<file path="src/verilog/prot_pkg.sv">
// Shared constants and register map of the output protection supervisor.
package prot_pkg;
   // Bus and data widths.
   localparam int ADDR_W = 8;
   localparam int DATA_W = 32;
   localparam int MEAS_W = 16;
   localparam int TIME_W = 16;
   localparam int CNT_W  = 18;

   // Check indices: five user checks plus sense reversal, then over-temperature.
   localparam int CHK_OV    = 0;
   localparam int CHK_OC    = 1;
   localparam int CHK_OP    = 2;
   localparam int CHK_UC    = 3;
   localparam int CHK_UV    = 4;
   localparam int CHK_SENSE = 5;
   localparam int CHK_OTP   = 6;
   localparam int N_LIM     = 5;
   localparam int N_QUAL    = 6;
   localparam int N_TRIP    = 7;

   // Register byte addresses.
   localparam logic [ADDR_W-1:0] CTRL_ADDR   = 8'h00;
   localparam logic [ADDR_W-1:0] OUTPUT_ADDR = 8'h04;
   localparam logic [ADDR_W-1:0] STATUS_ADDR = 8'h08;
   localparam logic [ADDR_W-1:0] CLEAR_ADDR  = 8'h0C;
   localparam logic [ADDR_W-1:0] LIMIT_BASE  = 8'h10;
   localparam logic [ADDR_W-1:0] DELAY_BASE  = 8'h24;
   localparam logic [ADDR_W-1:0] UCWARM_ADDR = 8'h38;
   localparam logic [ADDR_W-1:0] UVWARM_ADDR = 8'h3C;
   localparam logic [ADDR_W-1:0] SENSE_ADDR  = 8'h40;
   localparam logic [ADDR_W-1:0] TEMP_ADDR   = 8'h44;

   // Control and status register fields.
   localparam int CTRL_SENSE_EN  = 5;
   localparam int CTRL_SENSE_SW  = 6;
   localparam int CTRL_BEEP_EN   = 7;
   localparam int CTRL_W         = 8;
   localparam logic [CTRL_W-1:0] CTRL_RESET = 8'hA0;
   localparam int STATUS_OUT_BIT = 8;

   // Bus responses.
   localparam logic [1:0] RESP_OKAY   = 2'h0;
   localparam logic [1:0] RESP_SLVERR = 2'h2;

   // Timing: 1 ms timer tick derived from the 50 ns clock.
   localparam int CLK_PERIOD_NS = 50;
   localparam int TICK_NS       = 1000000;
   localparam int SENSE_QUAL_MS = 500;
   localparam int BEEP_MS       = 200;
   localparam logic [TIME_W-1:0] SENSE_QUAL_TICKS = TIME_W'(SENSE_QUAL_MS * 1000000 / TICK_NS);
   localparam logic [TIME_W-1:0] BEEP_TICKS       = TIME_W'(BEEP_MS * 1000000 / TICK_NS);

   // Fixed over-temperature threshold in whole degrees Celsius.
   localparam logic signed [MEAS_W-1:0] OTP_LIMIT_C = 16'sh005A;

   // Bus transaction phase of the write channel.
   typedef enum logic [2:0] {
      WR_IDLE = 3'b001,
      WR_COLLECT = 3'b010,
      WR_RESP = 3'b100
   } wr_state_t;
endpackage : prot_pkg

</file>
<file path="src/verilog/fault_qualifier.sv">
// Persistence timer that qualifies one fault condition over warm-up plus delay.
`timescale 1ns/100ps
module fault_qualifier
   import prot_pkg::*;
(
   input  wire logic              aclk,
   input  wire logic              aresetn,
   input  wire logic              tick,
   input  wire logic              arm,
   input  wire logic              cond,
   input  wire logic [TIME_W-1:0] warm,
   input  wire logic [TIME_W-1:0] delay,
   output logic                   qualified
);
   logic [CNT_W-1:0] count_r;
   logic [CNT_W-1:0] total;

   assign total = CNT_W'(warm) + CNT_W'(delay);

   // Counts ticks of an unbroken fault; any gap restarts from zero.
   always_ff @(posedge aclk)
   begin
      if (!aresetn || !arm || !cond)
      begin
         count_r <= '0;
      end
      else if (tick && count_r <= total)
      begin
         count_r <= count_r + CNT_W'(1);
      end
   end

   // The limit must be exceeded for longer than the window, hence strictly greater.
   assign qualified = arm && cond && (count_r > total);
endmodule : fault_qualifier

</file>
<file path="src/verilog/prot_supervisor.sv">
// Output protection supervisor with limit checks, trips and an AXI4-Lite register file.
//
// Functional notes
// - Over-voltage beyond delay latches voltage trip.
// - Over-current beyond delay latches current trip.
// - Over-power beyond delay latches power trip.
// - Under-current after warm-up plus delay trips.
// - Under-voltage after warm-up plus delay trips.
// - Current limits compare magnitudes, both directions.
// - Power limit compares magnitude, both directions.
// - Temperature above fixed threshold trips.
// - Temperature threshold fixed, decided internally.
// - Sense check default on, needs sense switch.
// - Sense difference while on trips after 500ms.
// - Sense trip switches output off at once.
// - Qualified persistent fault disables the output.
// - Protection entry: buzzer, indicators, output off.
`timescale 1ns/100ps
module prot_supervisor
   import prot_pkg::*;
#(
   parameter int TICK_CYCLES = TICK_NS / CLK_PERIOD_NS
)
(
   input  wire logic                     aclk,
   input  wire logic                     aresetn,
   input  wire logic [ADDR_W-1:0]        s_axi_awaddr,
   input  wire logic                     s_axi_awvalid,
   output logic                          s_axi_awready,
   input  wire logic [DATA_W-1:0]        s_axi_wdata,
   input  wire logic [DATA_W/8-1:0]      s_axi_wstrb,
   input  wire logic                     s_axi_wvalid,
   output logic                          s_axi_wready,
   output logic [1:0]                    s_axi_bresp,
   output logic                          s_axi_bvalid,
   input  wire logic                     s_axi_bready,
   input  wire logic [ADDR_W-1:0]        s_axi_araddr,
   input  wire logic                     s_axi_arvalid,
   output logic                          s_axi_arready,
   output logic [DATA_W-1:0]             s_axi_rdata,
   output logic [1:0]                    s_axi_rresp,
   output logic                          s_axi_rvalid,
   input  wire logic                     s_axi_rready,
   input  wire logic signed [MEAS_W-1:0] meas_voltage,
   input  wire logic signed [MEAS_W-1:0] meas_current,
   input  wire logic signed [MEAS_W-1:0] meas_power,
   input  wire logic signed [MEAS_W-1:0] terminal_voltage,
   input  wire logic signed [MEAS_W-1:0] sense_voltage,
   input  wire logic signed [MEAS_W-1:0] temperature_c,
   output logic                          output_enable,
   output logic                          prot_indicator,
   output logic                          off_indicator,
   output logic                          buzzer,
   output logic [N_TRIP-1:0]             fault_message
);
   logic [CTRL_W-1:0]             ctrl_r;
   logic signed [MEAS_W-1:0]      limit_r [N_LIM];
   logic [TIME_W-1:0]             delay_r [N_LIM];
   logic [TIME_W-1:0]             uc_warm_r;
   logic [TIME_W-1:0]             uv_warm_r;
   logic [MEAS_W-1:0]             sense_thr_r;
   logic [N_TRIP-1:0]             trip_r;
   logic [N_TRIP-1:0]             trip_set;
   logic [N_TRIP-1:0]             trip_clr;
   logic                          out_on_r;
   logic                          out_wr;
   logic [TIME_W-1:0]             beep_cnt_r;
   logic [$clog2(TICK_CYCLES)-1:0] div_r;
   logic                          tick;
   logic [N_QUAL-1:0]             cond;
   logic [N_QUAL-1:0]             arm;
   logic [N_QUAL-1:0]             qualified;
   logic [TIME_W-1:0]             q_warm  [N_QUAL];
   logic [TIME_W-1:0]             q_delay [N_QUAL];
   logic [MEAS_W:0]               sense_diff;
   logic                          new_entry;
   wr_state_t                     wr_state_r;
   logic                          aw_hold_r;
   logic                          w_hold_r;
   logic [ADDR_W-1:0]             awaddr_r;
   logic [DATA_W-1:0]             wdata_r;
   logic [DATA_W/8-1:0]           wstrb_r;
   logic                          do_wr;
   logic [DATA_W-1:0]             wmask;
   logic [DATA_W-1:0]             rd_data;
   logic [1:0]                    rd_resp;
   logic [2:0]                    widx;
   logic [2:0]                    ridx;

   // Magnitude of a sign-extended value, so one limit covers both directions.
   function automatic logic [MEAS_W:0] mag(input logic signed [MEAS_W:0] v);
      mag = v[MEAS_W] ? MEAS_W'(1'b0) + (MEAS_W+1)'(-v) : (MEAS_W+1)'(v);
   endfunction : mag

   // Millisecond tick; every protection time is counted in these ticks.
   always_ff @(posedge aclk)
   begin
      if (!aresetn || tick)
      begin
         div_r <= '0;
      end
      else
      begin
         div_r <= div_r + 1'b1;
      end
   end
   assign tick = (div_r == ($clog2(TICK_CYCLES))'(TICK_CYCLES - 1));

   // Raw limit comparisons.
   assign sense_diff = {terminal_voltage[MEAS_W-1], terminal_voltage}
                     - {sense_voltage[MEAS_W-1], sense_voltage};
   always_comb
   begin
      cond[CHK_OV]    = meas_voltage > limit_r[CHK_OV];
      cond[CHK_OC]    = mag({meas_current[MEAS_W-1], meas_current})
                      > mag({limit_r[CHK_OC][MEAS_W-1], limit_r[CHK_OC]});
      cond[CHK_OP]    = mag({meas_power[MEAS_W-1], meas_power})
                      > mag({limit_r[CHK_OP][MEAS_W-1], limit_r[CHK_OP]});
      cond[CHK_UC]    = mag({meas_current[MEAS_W-1], meas_current})
                      < mag({limit_r[CHK_UC][MEAS_W-1], limit_r[CHK_UC]});
      cond[CHK_UV]    = meas_voltage < limit_r[CHK_UV];
      cond[CHK_SENSE] = mag(sense_diff) > {1'b0, sense_thr_r};
   end

   // Arming: under-limit and sense checks only make sense while the output runs.
   always_comb
   begin
      arm = ctrl_r[N_QUAL-1:0];
      arm[CHK_UC] = ctrl_r[CHK_UC] && out_on_r;
      arm[CHK_UV] = ctrl_r[CHK_UV] && out_on_r;
      arm[CHK_SENSE] = ctrl_r[CTRL_SENSE_EN] && ctrl_r[CTRL_SENSE_SW] && out_on_r;
      q_warm = '{default: '0};
      q_delay[CHK_SENSE] = SENSE_QUAL_TICKS;
      for (int k = 0; k < N_LIM; k++)
      begin
         q_delay[k] = delay_r[k];
      end
      q_warm[CHK_UC] = uc_warm_r;
      q_warm[CHK_UV] = uv_warm_r;
   end

   // One persistence timer per qualified check.
   for (genvar g = 0; g < N_QUAL; g++)
   begin : g_qual
      fault_qualifier u_qual (
         .aclk      (aclk),
         .aresetn   (aresetn),
         .tick      (tick),
         .arm       (arm[g]),
         .cond      (cond[g]),
         .warm      (q_warm[g]),
         .delay     (q_delay[g]),
         .qualified (qualified[g])
      );
   end

   // Over-temperature needs no timer or limit register.
   assign trip_set = {temperature_c > OTP_LIMIT_C, qualified};
   assign new_entry = |(trip_set & ~trip_r);

   // Latched trips; a new fault wins over a clear in the same cycle.
   always_ff @(posedge aclk)
   begin
      if (!aresetn)
      begin
         trip_r <= '0;
      end
      else
      begin
         trip_r <= (trip_r & ~trip_clr) | trip_set;
      end
   end

   // Output switch: any trip forces it off, only an explicit write turns it on.
   always_ff @(posedge aclk)
   begin
      if (!aresetn)
      begin
         out_on_r <= 1'b0;
      end
      else if (|trip_set)
      begin
         out_on_r <= 1'b0;
      end
      else if (out_wr)
      begin
         out_on_r <= wdata_r[0] && (trip_r & ~trip_clr) == '0;
      end
   end

   // Buzzer runs for a fixed beep length on each new protection entry.
   always_ff @(posedge aclk)
   begin
      if (!aresetn)
      begin
         beep_cnt_r <= '0;
      end
      else if (new_entry && ctrl_r[CTRL_BEEP_EN])
      begin
         beep_cnt_r <= BEEP_TICKS;
      end
      else if (tick && beep_cnt_r != '0)
      begin
         beep_cnt_r <= beep_cnt_r - 1'b1;
      end
   end

   assign output_enable  = out_on_r;
   assign prot_indicator = |trip_r;
   assign off_indicator  = !out_on_r;
   assign buzzer         = beep_cnt_r != '0;
   assign fault_message  = trip_r;

   // Write channel: address and data are caught in either order, then answered.
   assign s_axi_awready = !aw_hold_r && wr_state_r != WR_RESP;
   assign s_axi_wready  = !w_hold_r && wr_state_r != WR_RESP;
   assign do_wr = aw_hold_r && w_hold_r && wr_state_r != WR_RESP;
   always_ff @(posedge aclk)
   begin
      if (!aresetn)
      begin
         wr_state_r <= WR_IDLE;
         aw_hold_r  <= 1'b0;
         w_hold_r   <= 1'b0;
         awaddr_r   <= '0;
         wdata_r    <= '0;
         wstrb_r    <= '0;
      end
      else
      begin
         if (s_axi_awvalid && s_axi_awready)
         begin
            aw_hold_r <= 1'b1;
            awaddr_r  <= s_axi_awaddr;
         end
         if (s_axi_wvalid && s_axi_wready)
         begin
            w_hold_r <= 1'b1;
            wdata_r  <= s_axi_wdata;
            wstrb_r  <= s_axi_wstrb;
         end
         case (wr_state_r)
            WR_IDLE, WR_COLLECT:
            begin
               if (do_wr)
               begin
                  wr_state_r <= WR_RESP;
                  aw_hold_r  <= 1'b0;
                  w_hold_r   <= 1'b0;
               end
               else if (aw_hold_r || w_hold_r)
               begin
                  wr_state_r <= WR_COLLECT;
               end
            end
            WR_RESP:
            begin
               if (s_axi_bready)
               begin
                  wr_state_r <= WR_IDLE;
               end
            end
            default:
            begin
               wr_state_r <= WR_IDLE;
            end
         endcase
      end
   end
   assign s_axi_bvalid = wr_state_r == WR_RESP;

   // Byte lanes expanded to a bit mask.
   for (genvar b = 0; b < DATA_W/8; b++)
   begin : g_mask
      assign wmask[b*8 +: 8] = {8{wstrb_r[b]}};
   end
   assign widx = 3'((awaddr_r - LIMIT_BASE) >> 2);
   assign out_wr = do_wr && awaddr_r == OUTPUT_ADDR;
   assign trip_clr = (do_wr && awaddr_r == CLEAR_ADDR) ? N_TRIP'(wdata_r & wmask) : '0;

   // Register writes and the write response code.
   always_ff @(posedge aclk)
   begin
      if (!aresetn)
      begin
         ctrl_r      <= CTRL_RESET;
         limit_r     <= '{default: '0};
         delay_r     <= '{default: '0};
         uc_warm_r   <= '0;
         uv_warm_r   <= '0;
         sense_thr_r <= '0;
         s_axi_bresp <= RESP_OKAY;
      end
      else if (do_wr)
      begin
         s_axi_bresp <= RESP_OKAY;
         if (awaddr_r == CTRL_ADDR)
         begin
            ctrl_r <= (ctrl_r & ~wmask[CTRL_W-1:0]) | (wdata_r[CTRL_W-1:0] & wmask[CTRL_W-1:0]);
         end
         else if (awaddr_r == OUTPUT_ADDR || awaddr_r == CLEAR_ADDR
                  || awaddr_r == STATUS_ADDR || awaddr_r == TEMP_ADDR)
         begin
            s_axi_bresp <= RESP_OKAY;
         end
         else if (awaddr_r >= LIMIT_BASE && awaddr_r < DELAY_BASE)
         begin
            limit_r[widx] <= (limit_r[widx] & ~wmask[MEAS_W-1:0])
                           | (wdata_r[MEAS_W-1:0] & wmask[MEAS_W-1:0]);
         end
         else if (awaddr_r >= DELAY_BASE && awaddr_r < UCWARM_ADDR)
         begin
            delay_r[3'(widx - 3'(N_LIM))] <= wdata_r[TIME_W-1:0];
         end
         else if (awaddr_r == UCWARM_ADDR)
         begin
            uc_warm_r <= wdata_r[TIME_W-1:0];
         end
         else if (awaddr_r == UVWARM_ADDR)
         begin
            uv_warm_r <= wdata_r[TIME_W-1:0];
         end
         else if (awaddr_r == SENSE_ADDR)
         begin
            sense_thr_r <= wdata_r[MEAS_W-1:0];
         end
         else
         begin
            s_axi_bresp <= RESP_SLVERR;
         end
      end
   end

   // Read decode; unmapped addresses read zero with an error response.
   assign ridx = 3'((s_axi_araddr - LIMIT_BASE) >> 2);
   always_comb
   begin
      rd_data = '0;
      rd_resp = RESP_OKAY;
      if (s_axi_araddr == CTRL_ADDR)
      begin
         rd_data = DATA_W'(ctrl_r);
      end
      else if (s_axi_araddr == OUTPUT_ADDR)
      begin
         rd_data = DATA_W'(out_on_r);
      end
      else if (s_axi_araddr == STATUS_ADDR)
      begin
         rd_data = DATA_W'(trip_r);
         rd_data[STATUS_OUT_BIT] = out_on_r;
      end
      else if (s_axi_araddr == CLEAR_ADDR)
      begin
         rd_data = '0;
      end
      else if (s_axi_araddr >= LIMIT_BASE && s_axi_araddr < DELAY_BASE)
      begin
         rd_data = DATA_W'($unsigned(limit_r[ridx]));
      end
      else if (s_axi_araddr >= DELAY_BASE && s_axi_araddr < UCWARM_ADDR)
      begin
         rd_data = DATA_W'(delay_r[3'(ridx - 3'(N_LIM))]);
      end
      else if (s_axi_araddr == UCWARM_ADDR)
      begin
         rd_data = DATA_W'(uc_warm_r);
      end
      else if (s_axi_araddr == UVWARM_ADDR)
      begin
         rd_data = DATA_W'(uv_warm_r);
      end
      else if (s_axi_araddr == SENSE_ADDR)
      begin
         rd_data = DATA_W'(sense_thr_r);
      end
      else if (s_axi_araddr == TEMP_ADDR)
      begin
         rd_data = DATA_W'($unsigned(temperature_c));
      end
      else
      begin
         rd_resp = RESP_SLVERR;
      end
   end

   // Read channel: one read at a time, data held until taken.
   assign s_axi_arready = !s_axi_rvalid;
   always_ff @(posedge aclk)
   begin
      if (!aresetn)
      begin
         s_axi_rvalid <= 1'b0;
         s_axi_rdata  <= '0;
         s_axi_rresp  <= RESP_OKAY;
      end
      else if (s_axi_arvalid && s_axi_arready)
      begin
         s_axi_rvalid <= 1'b1;
         s_axi_rdata  <= rd_data;
         s_axi_rresp  <= rd_resp;
      end
      else if (s_axi_rready)
      begin
         s_axi_rvalid <= 1'b0;
      end
   end
endmodule : prot_supervisor

</file>
<file path="config.mk">
export PLATFORM = sky130hd
export DESIGN_NAME = prot_supervisor
export DESIGN_NICKNAME = d
export VERILOG_FILES = /design/src/verilog/prot_pkg.sv /design/src/verilog/fault_qualifier.sv /design/src/verilog/prot_supervisor.sv
export SDC_FILE = /design/constraint.sdc
export NUM_CORES = 1
export LEC_CHECK = 0
export BUFFER_PORTS_ARGS = -buffer_cell sky130_fd_sc_hd__buf_4
export CORE_MARGIN = 2
export CORE_UTILIZATION = 40
export DETAILED_ROUTE_END_ITERATION = 10
export PLACE_DENSITY_LB_ADDON = 0.1
export RECOVER_POWER = 25
export SLEW_MARGIN = 25
export SYNTH_ARGS = -nofsm -noshare
export SYNTH_HDL_FRONTEND = slang
export SYNTH_SLANG_ARGS = --single-unit
</file>
<file path="constraint.sdc">
create_clock -name aclk -period 7.4 [get_ports aclk]
set_input_delay 1.85 -clock aclk [delete_from_list [all_inputs] [get_ports aclk]]
set_output_delay 1.85 -clock aclk [all_outputs]
set_load 0.01 [all_outputs]
</file>
Word level (Yosys, flattened, before mapping)
Cells that the tools add are included.
{"block": "classes", "add_sub_neg": 21, "n_lt_le_gt_ge": 33, "n_eq_ne": 21, "n_mux": 63, "n_bitwise": 25, "n_reduce_logical": 92}
{"operator": "16-bit 2-to-1 mux", "count": 18}
{"operator": "80-bit bitwise mux", "count": 2}
{"operator": "16-bit binary-select mux with 3-bit select", "count": 3}
{"operator": "18-bit by 1-bit adder with 18-bit output (second input constant)", "count": 6}
{"operator": "17-bit 2-to-1 mux", "count": 6}
{"operator": "16-bit demux with 3-bit select", "count": 2}
{"operator": "16-bit negation with 17-bit output", "count": 5}
{"operator": "18-bit by 16-bit > comparator with 1-bit output", "count": 3}
{"operator": "18-bit by 16-bit <= comparator with 1-bit output", "count": 3}
{"operator": "1-bit logical AND", "count": 40}
{"operator": "18-bit > comparator", "count": 2}
{"operator": "18-bit <= comparator", "count": 2}
{"operator": "16-bit by 16-bit adder with 17-bit output", "count": 2}
{"operator": "17-bit > comparator", "count": 2}
{"operator": "2-bit 2-to-1 mux", "count": 17}
{"operator": "16-bit AND", "count": 2}
{"operator": "8-bit by 4-bit equality test with 1-bit output (second input constant)", "count": 4}
{"operator": "8-bit by 6-bit equality test with 1-bit output (second input constant)", "count": 4}
{"operator": "8-bit by 7-bit equality test with 1-bit output (second input constant)", "count": 4}
{"operator": "8-bit by 6-bit less-than comparator with 1-bit output (second input constant)", "count": 4}
{"operator": "7-bit AND", "count": 3}
{"operator": "18-bit by 9-bit > comparator with 1-bit output (second input constant)", "count": 1}
{"operator": "18-bit by 9-bit <= comparator with 1-bit output (second input constant)", "count": 1}
{"operator": "17-bit by 16-bit > comparator with 1-bit output", "count": 1}
{"operator": "other kinds (50)", "count": 118}
{"block": "word_totals", "register_bits": 431}

Depth between registers and ports, before layout
{"block": "depth", "depth_word": 12, "ltp_mapped": 24, "mapped_depth_nobuf": 23}

By module
From an unflattened synthesis, not the netlist that was laid out.
{"block": "unflattened", "cells_unflattened": 3800, "area_unflattened_um2": 32595.0}
{"module": "prot_supervisor", "instances": 1, "cells_each": 2282, "area_per_inst_um2": 19992.9, "seq_area_each_um2": 6105.9}
{"module": "fault_qualifier (g_qual[1].u_qual ...)", "instances": 5, "cells_each": 253, "area_per_inst_um2": 2108.3, "seq_area_each_um2": 360.3}
{"module": "fault_qualifier (g_qual[0].u_qual)", "instances": 1, "cells_each": 253, "area_per_inst_um2": 2060.7, "seq_area_each_um2": 360.3}

Worst setup path after synthesis
Ideal clock, no wire load.
{"block": "synth_timing", "kind": "input port to flip-flop", "startpoint": "in terminal_voltage[0]", "endpoint": "reg beep_cnt_r[0]", "setup_ns": 0.081, "arrival_ns": 6.251, "required_time_ns": 7.319, "path_slack_ns": 1.068, "cell_stages": 24, "path_buffers": 2, "path_cell_list": "inv_1 ha_1 fa_1 nand2b_2 a21oi_2 o311a_4 o21ai_2 a21oi_1 a41o_1 clkbuf_1 nor2_1 xnor2_1 ha_1 a21o_1 a21oi_1 nor2b_1 o21ai_0 nand2b_1 a211oi_1 a21oi_1 a22o_4 a221o_4 buf_6 a211oi_2"}
{"block": "synth_via", "elab_chain_cells": 10}
{"element": "start, declared", "line": "prot_supervisor.sv:47", "rtl": "input wire logic signed [MEAS_W-1:0] terminal_voltage,"}
{"element": "16-bit by 16-bit subtractor with 17-bit output *", "line": "prot_supervisor.sv:111", "rtl": "- {sense_voltage[MEAS_W-1], sense_voltage};"}
{"element": "17-bit negation", "line": "prot_supervisor.sv:92", "rtl": "mag = v[MEAS_W] ? MEAS_W'(1'b0) + (MEAS_W+1)'(-v) : (MEAS_W+1)'(v);"}
{"element": "17-bit 2-to-1 mux *", "line": "prot_supervisor.sv:92"}
{"element": "17-bit by 16-bit > comparator with 1-bit output *", "line": "prot_supervisor.sv:122", "rtl": "cond[CHK_SENSE] = mag(sense_diff) > {1'b0, sense_thr_r};"}
{"element": "1-bit logical AND * (2 in series)", "line": "fault_qualifier.sv:34", "rtl": "assign qualified = arm && cond && (count_r > total);"}
{"element": "7-bit AND *", "line": "prot_supervisor.sv:159", "rtl": "assign new_entry = |(trip_set & ~trip_r);"}
{"element": "7-bit OR reduction *", "line": "prot_supervisor.sv:159"}
{"element": "1-bit logical AND *", "line": "prot_supervisor.sv:198", "rtl": "else if (new_entry && ctrl_r[CTRL_BEEP_EN])"}
{"element": "2-bit OR reduction (no line) *"}
{"element": "end signal, assigned", "line": "prot_supervisor.sv:204", "rtl": "beep_cnt_r <= beep_cnt_r - 1'b1;"}
{"element": "end, declared", "line": "prot_supervisor.sv:67", "rtl": "logic [TIME_W-1:0] beep_cnt_r;"}
Every way passes the cells marked *; elsewhere a longest branch is shown, timed or not.
A chain may end at the register's enable or synchronous reset.

Final worst setup path
{"block": "layout_timing", "startpoint": "in aresetn", "endpoint": "reg limit_r[75] (netlist name)"}
{"element": "start, declared", "line": "prot_supervisor.sv:26", "rtl": "input wire logic aresetn,"}
{"element": "end signal, assigned by index", "line": "prot_supervisor.sv:308", "rtl": "limit_r[widx] <= (limit_r[widx] & ~wmask[MEAS_W-1:0])"}
{"element": "end, declared", "line": "prot_supervisor.sv:57", "rtl": "logic signed [MEAS_W-1:0] limit_r [N_LIM];"}
No word-level cell between the ends.

==> out/metrics.csv <==
stage,metric,value,unit
run_status,outcome,finished with violations,
run_status,violated checks,"capacitance limit, slew limit",
sta,Worst-Margin Slew,3.66,ns
setup_path,CP Capture Type,register,
setup_path,CP Launch Type,input port,
detailed_routing,vias per inst,5.75,
grt,global-route usage over all layers,0.258,
sta,Final setup viols,0,
grt,GRT overflow,0,
detailed_routing,post-route ant nets,0,
cts,Post-CTS Setup Repair Bufs,0,
detailed_routing,Pre-Repair DR Iteration Count,8,
cts,CTS tree,built,
sta,relative slew slack,-1.44,
layout,Area growth syn-to-layout,13.0,%
hold_path,Hold Crit Depth,2,
place,routability cong.,0.972,
die,CORE AREA,0.0674,mm²
place,cell count after placement,4248,
die,initial core utilization,0.405,
setup_path,CP max FO,181,
synth,syn_area_per_cell,8.21,µm²
synth,"Top FF cell, synth",dfxtp_1,
synth,Synth cell types,93,
sta,Final Cycle Share,0.906,
synth,"EDFF count, synth",0,
grt,largest net degree at the start of global routing,182,
die,Die W,265,µm
layout,Sequential cell area,0.00827,mm²
grt,initial antenna violation count,0,
cts,H-tree Lvls,2,
setup_path,CP required,7.91,ns
place,Detail Placement HPWL,70200,µm
synth,Mapped Cells,3325,
cts,Num CTS Buffers,49,
die,Die ar.,0.0703,mm²
synth,Synth Cell Area,0.0273,mm²
power_and_ir_drop,leakage power,12.5,nW
sta,"Slew Viols, Final",125,
sta,highest clock rate,149,MHz
layout,Final nets,3834,
cts,quantity of hold-fixing buffers added after cts,0,
sta,final setup TNS,0,ns
synth,Yosys reg bits,413,
sta,unrepaired setup endpoints after global routing,no,
detailed_routing,DRC Markers,0,
place,post-placement setup slack,0.522,ns
power_and_ir_drop,Pwr Total,5.45,mW
sta,Final Hold Viols,0,
layout,Diodes inserted,0,
cts,clock sinks,413,
place,IO Port Bufs,170,
flow_run,max_cap viols,2,
die,Die Ht,265,µm
die,number of cell rows,95,
setup_path,Crit Path Class,in2reg,
cts,Clock Latency Late Sink,0.60,ns
cts,Root Buffer,clkbuf_16,
detailed_routing,DR iter-0 viols,2320,
setup_path,r2r worst-path depth,21,
synth,register area share after synthesis,0.303,
hold_path,Worst Hold Class,reg2reg,
cts,cts repair resizes,0,
layout,Filler Cell Count,6548,
grt,number of global-route vias before repair,23600,
layout,area taken by multi-input logic gates,0.0177,mm²
detailed_routing,routed len/inst,21.4,µm
detailed_routing,final WL,92600,µm
sta,worst clock skew,0.0222,ns
power_and_ir_drop,maximum VDD drop,0.000182,V
cts,clock slew at reported path FFs,0.06,ns
synth,share of flip-flops with an asynchronous set or reset,0,
detailed_routing,DR vias,24900,
sta,hold slack,0.444,ns
layout,Layout Cells excl Fill,4336,
sta,min Tclk post-route,6.70,ns
layout,share of layout cells above drive strength 1,0.0979,
die,# IOs,207,
sta,PnR worst setup slack,0.698,ns
synth,yosys warns,0,
power_and_ir_drop,Cell Pwr Density,177,mW/mm²
cts,Clock Tree Buf Depth,3,
grt,first-pass GRT wire length,141000,µm
setup_path,Worst EP arrival,7.21,ns
## worst max-delay path, stage by stage
cell and delay, ns:
clkbuf_1 1.44, inv_1 2.48, buf_12 0.88, nor2_1 0.26
## power by group
| group | leakage (nW) | internal [mW] | total [mW] | switching, mW |
|---|---|---|---|---|
| combinational | 8.39 | 0.276 | 0.707 | 0.431 |
| clock | 0.789 | 1.45 | 2.46 | 1.01 |
| sequential | 3.33 | 2.24 | 2.28 | 0.0396 |
| total | 12.5 | 3.97 | 5.45 | 1.48 |
## registers in the layout (all words and copies together), names as in the netlist, named ones only
| name | cells |
|---|---|
| sense_thr_r | 16 |
| uv_warm_r | 16 |
| aw_hold_r | 1 |
| awaddr_r | 8 |
| beep_cnt_r | 16 |
| s_axi_rdata | 16 |
| delay_r | 80 |
| wstrb_r | 2 |
| fault_message | 7 |
| g_qual.u_qual.count_r | 108 |
| wr_state_r | 3 |
| uc_warm_r | 16 |
| wdata_r | 16 |
| s_axi_rvalid | 1 |
| w_hold_r | 1 |
| limit_r | 80 |
| div_r | 15 |
| output_enable | 1 |
| s_axi_rresp | 1 |
| s_axi_bresp | 1 |
## logic make-up (layout without fill, tap and decap cells)
family,Yosys count,count (layout),synth area share
adders and majority gates,253,253,0.117
other,2,24,0.000275
DFF,413,413,0.303
AOI/OAI and AO/OA,681,681,0.163
buffers and inverters,365,481,0.0536
and+or+nand+nor,1186,1186,0.202
xor gates and xnor gates,209,209,0.0671
muxes,216,216,0.0934
## through the flow
step | instance area (µm²) | utilization
2_1_floorplan | 27400 | -
3_5_place_dp | 29300 | 0.435
4_1_cts | 30900 | 0.459
6_report | 30800 | 0.458
5_1_grt | 30800 | 0.458
3_3_place_gp | 29300 | 0.435
## cells in the mapped netlist, types with 58 or more instances
library cell / instances / share of area
nor3_1: 59 / 0.011
xnor2_1: 112 / 0.036
xor2_1: 97 / 0.031
mux2i_1: 185 / 0.068
nand3_1: 59 / 0.011
a21o_1: 58 / 0.016
inv_1: 192 / 0.026
dfxtp_1: 413 / 0.30
nor2_1: 445 / 0.061
ha_1: 250 / 0.11
o21ai_0: 104 / 0.019
clkbuf_1: 131 / 0.018
nand2_1: 320 / 0.044
a21oi_1: 268 / 0.049
## per-layer routing
metal,share of wire,global-route usage,vias up
li1,-,-,11900
met3,0.073,0.0377,151
met1,0.46,0.365,12000
met4,0.034,0.0818,0
met5,0,0,-
met2,0.44,0.402,881
## final timing paths
| check | startpoint | endpoint | slack [ns] |
|---|---|---|---|
| setup / recovery | aresetn | limit_r[75] | 0.70 |
| hold / removal | g_qual[2].u_qual.count_r[17] | g_qual[2].u_qual.count_r[17] | 0.44 |
| hold reg to reg | g_qual[2].u_qual.count_r[17] | g_qual[2].u_qual.count_r[17] | 0.44 |
| setup reg to reg | uv_warm_r[0] | beep_cnt_r[8] | 1.95 |
## layout make-up
type | count | area share
tap | 873 | 0.0354
timing repair buffer | 201 | 0.0470
clock inverter | 18 | 0.00726
inverter | 192 | 0.0234
clock buffer | 70 | 0.0452
multi-input combinational | 2569 | 0.574
sequential | 413 | 0.268
## cells in the final DEF (no fill, tap or decap), drive strengths merged, types with 23 or more instances in the layout
master  synthesis  routed
nor2          448     448
dfxtp         413     413
nand2         320     320
a21oi         273     273
ha            250     250
inv           192     193
mux2i         185     185
buf            42     182
xnor2         112     112
o21ai         111     111
xor2           97      97
clkbuf        131      89
nor3           59      59
nand3          59      59
a21o           58      58
nand4          56      56
or3            41      41
and3           37      37
mux4           31      31
and2           30      30
nor2b          26      26
a22oi          25      25
o211ai         24      24
conb            2      24
a211oi         23      23
Power figures use the tool's default switching activity.
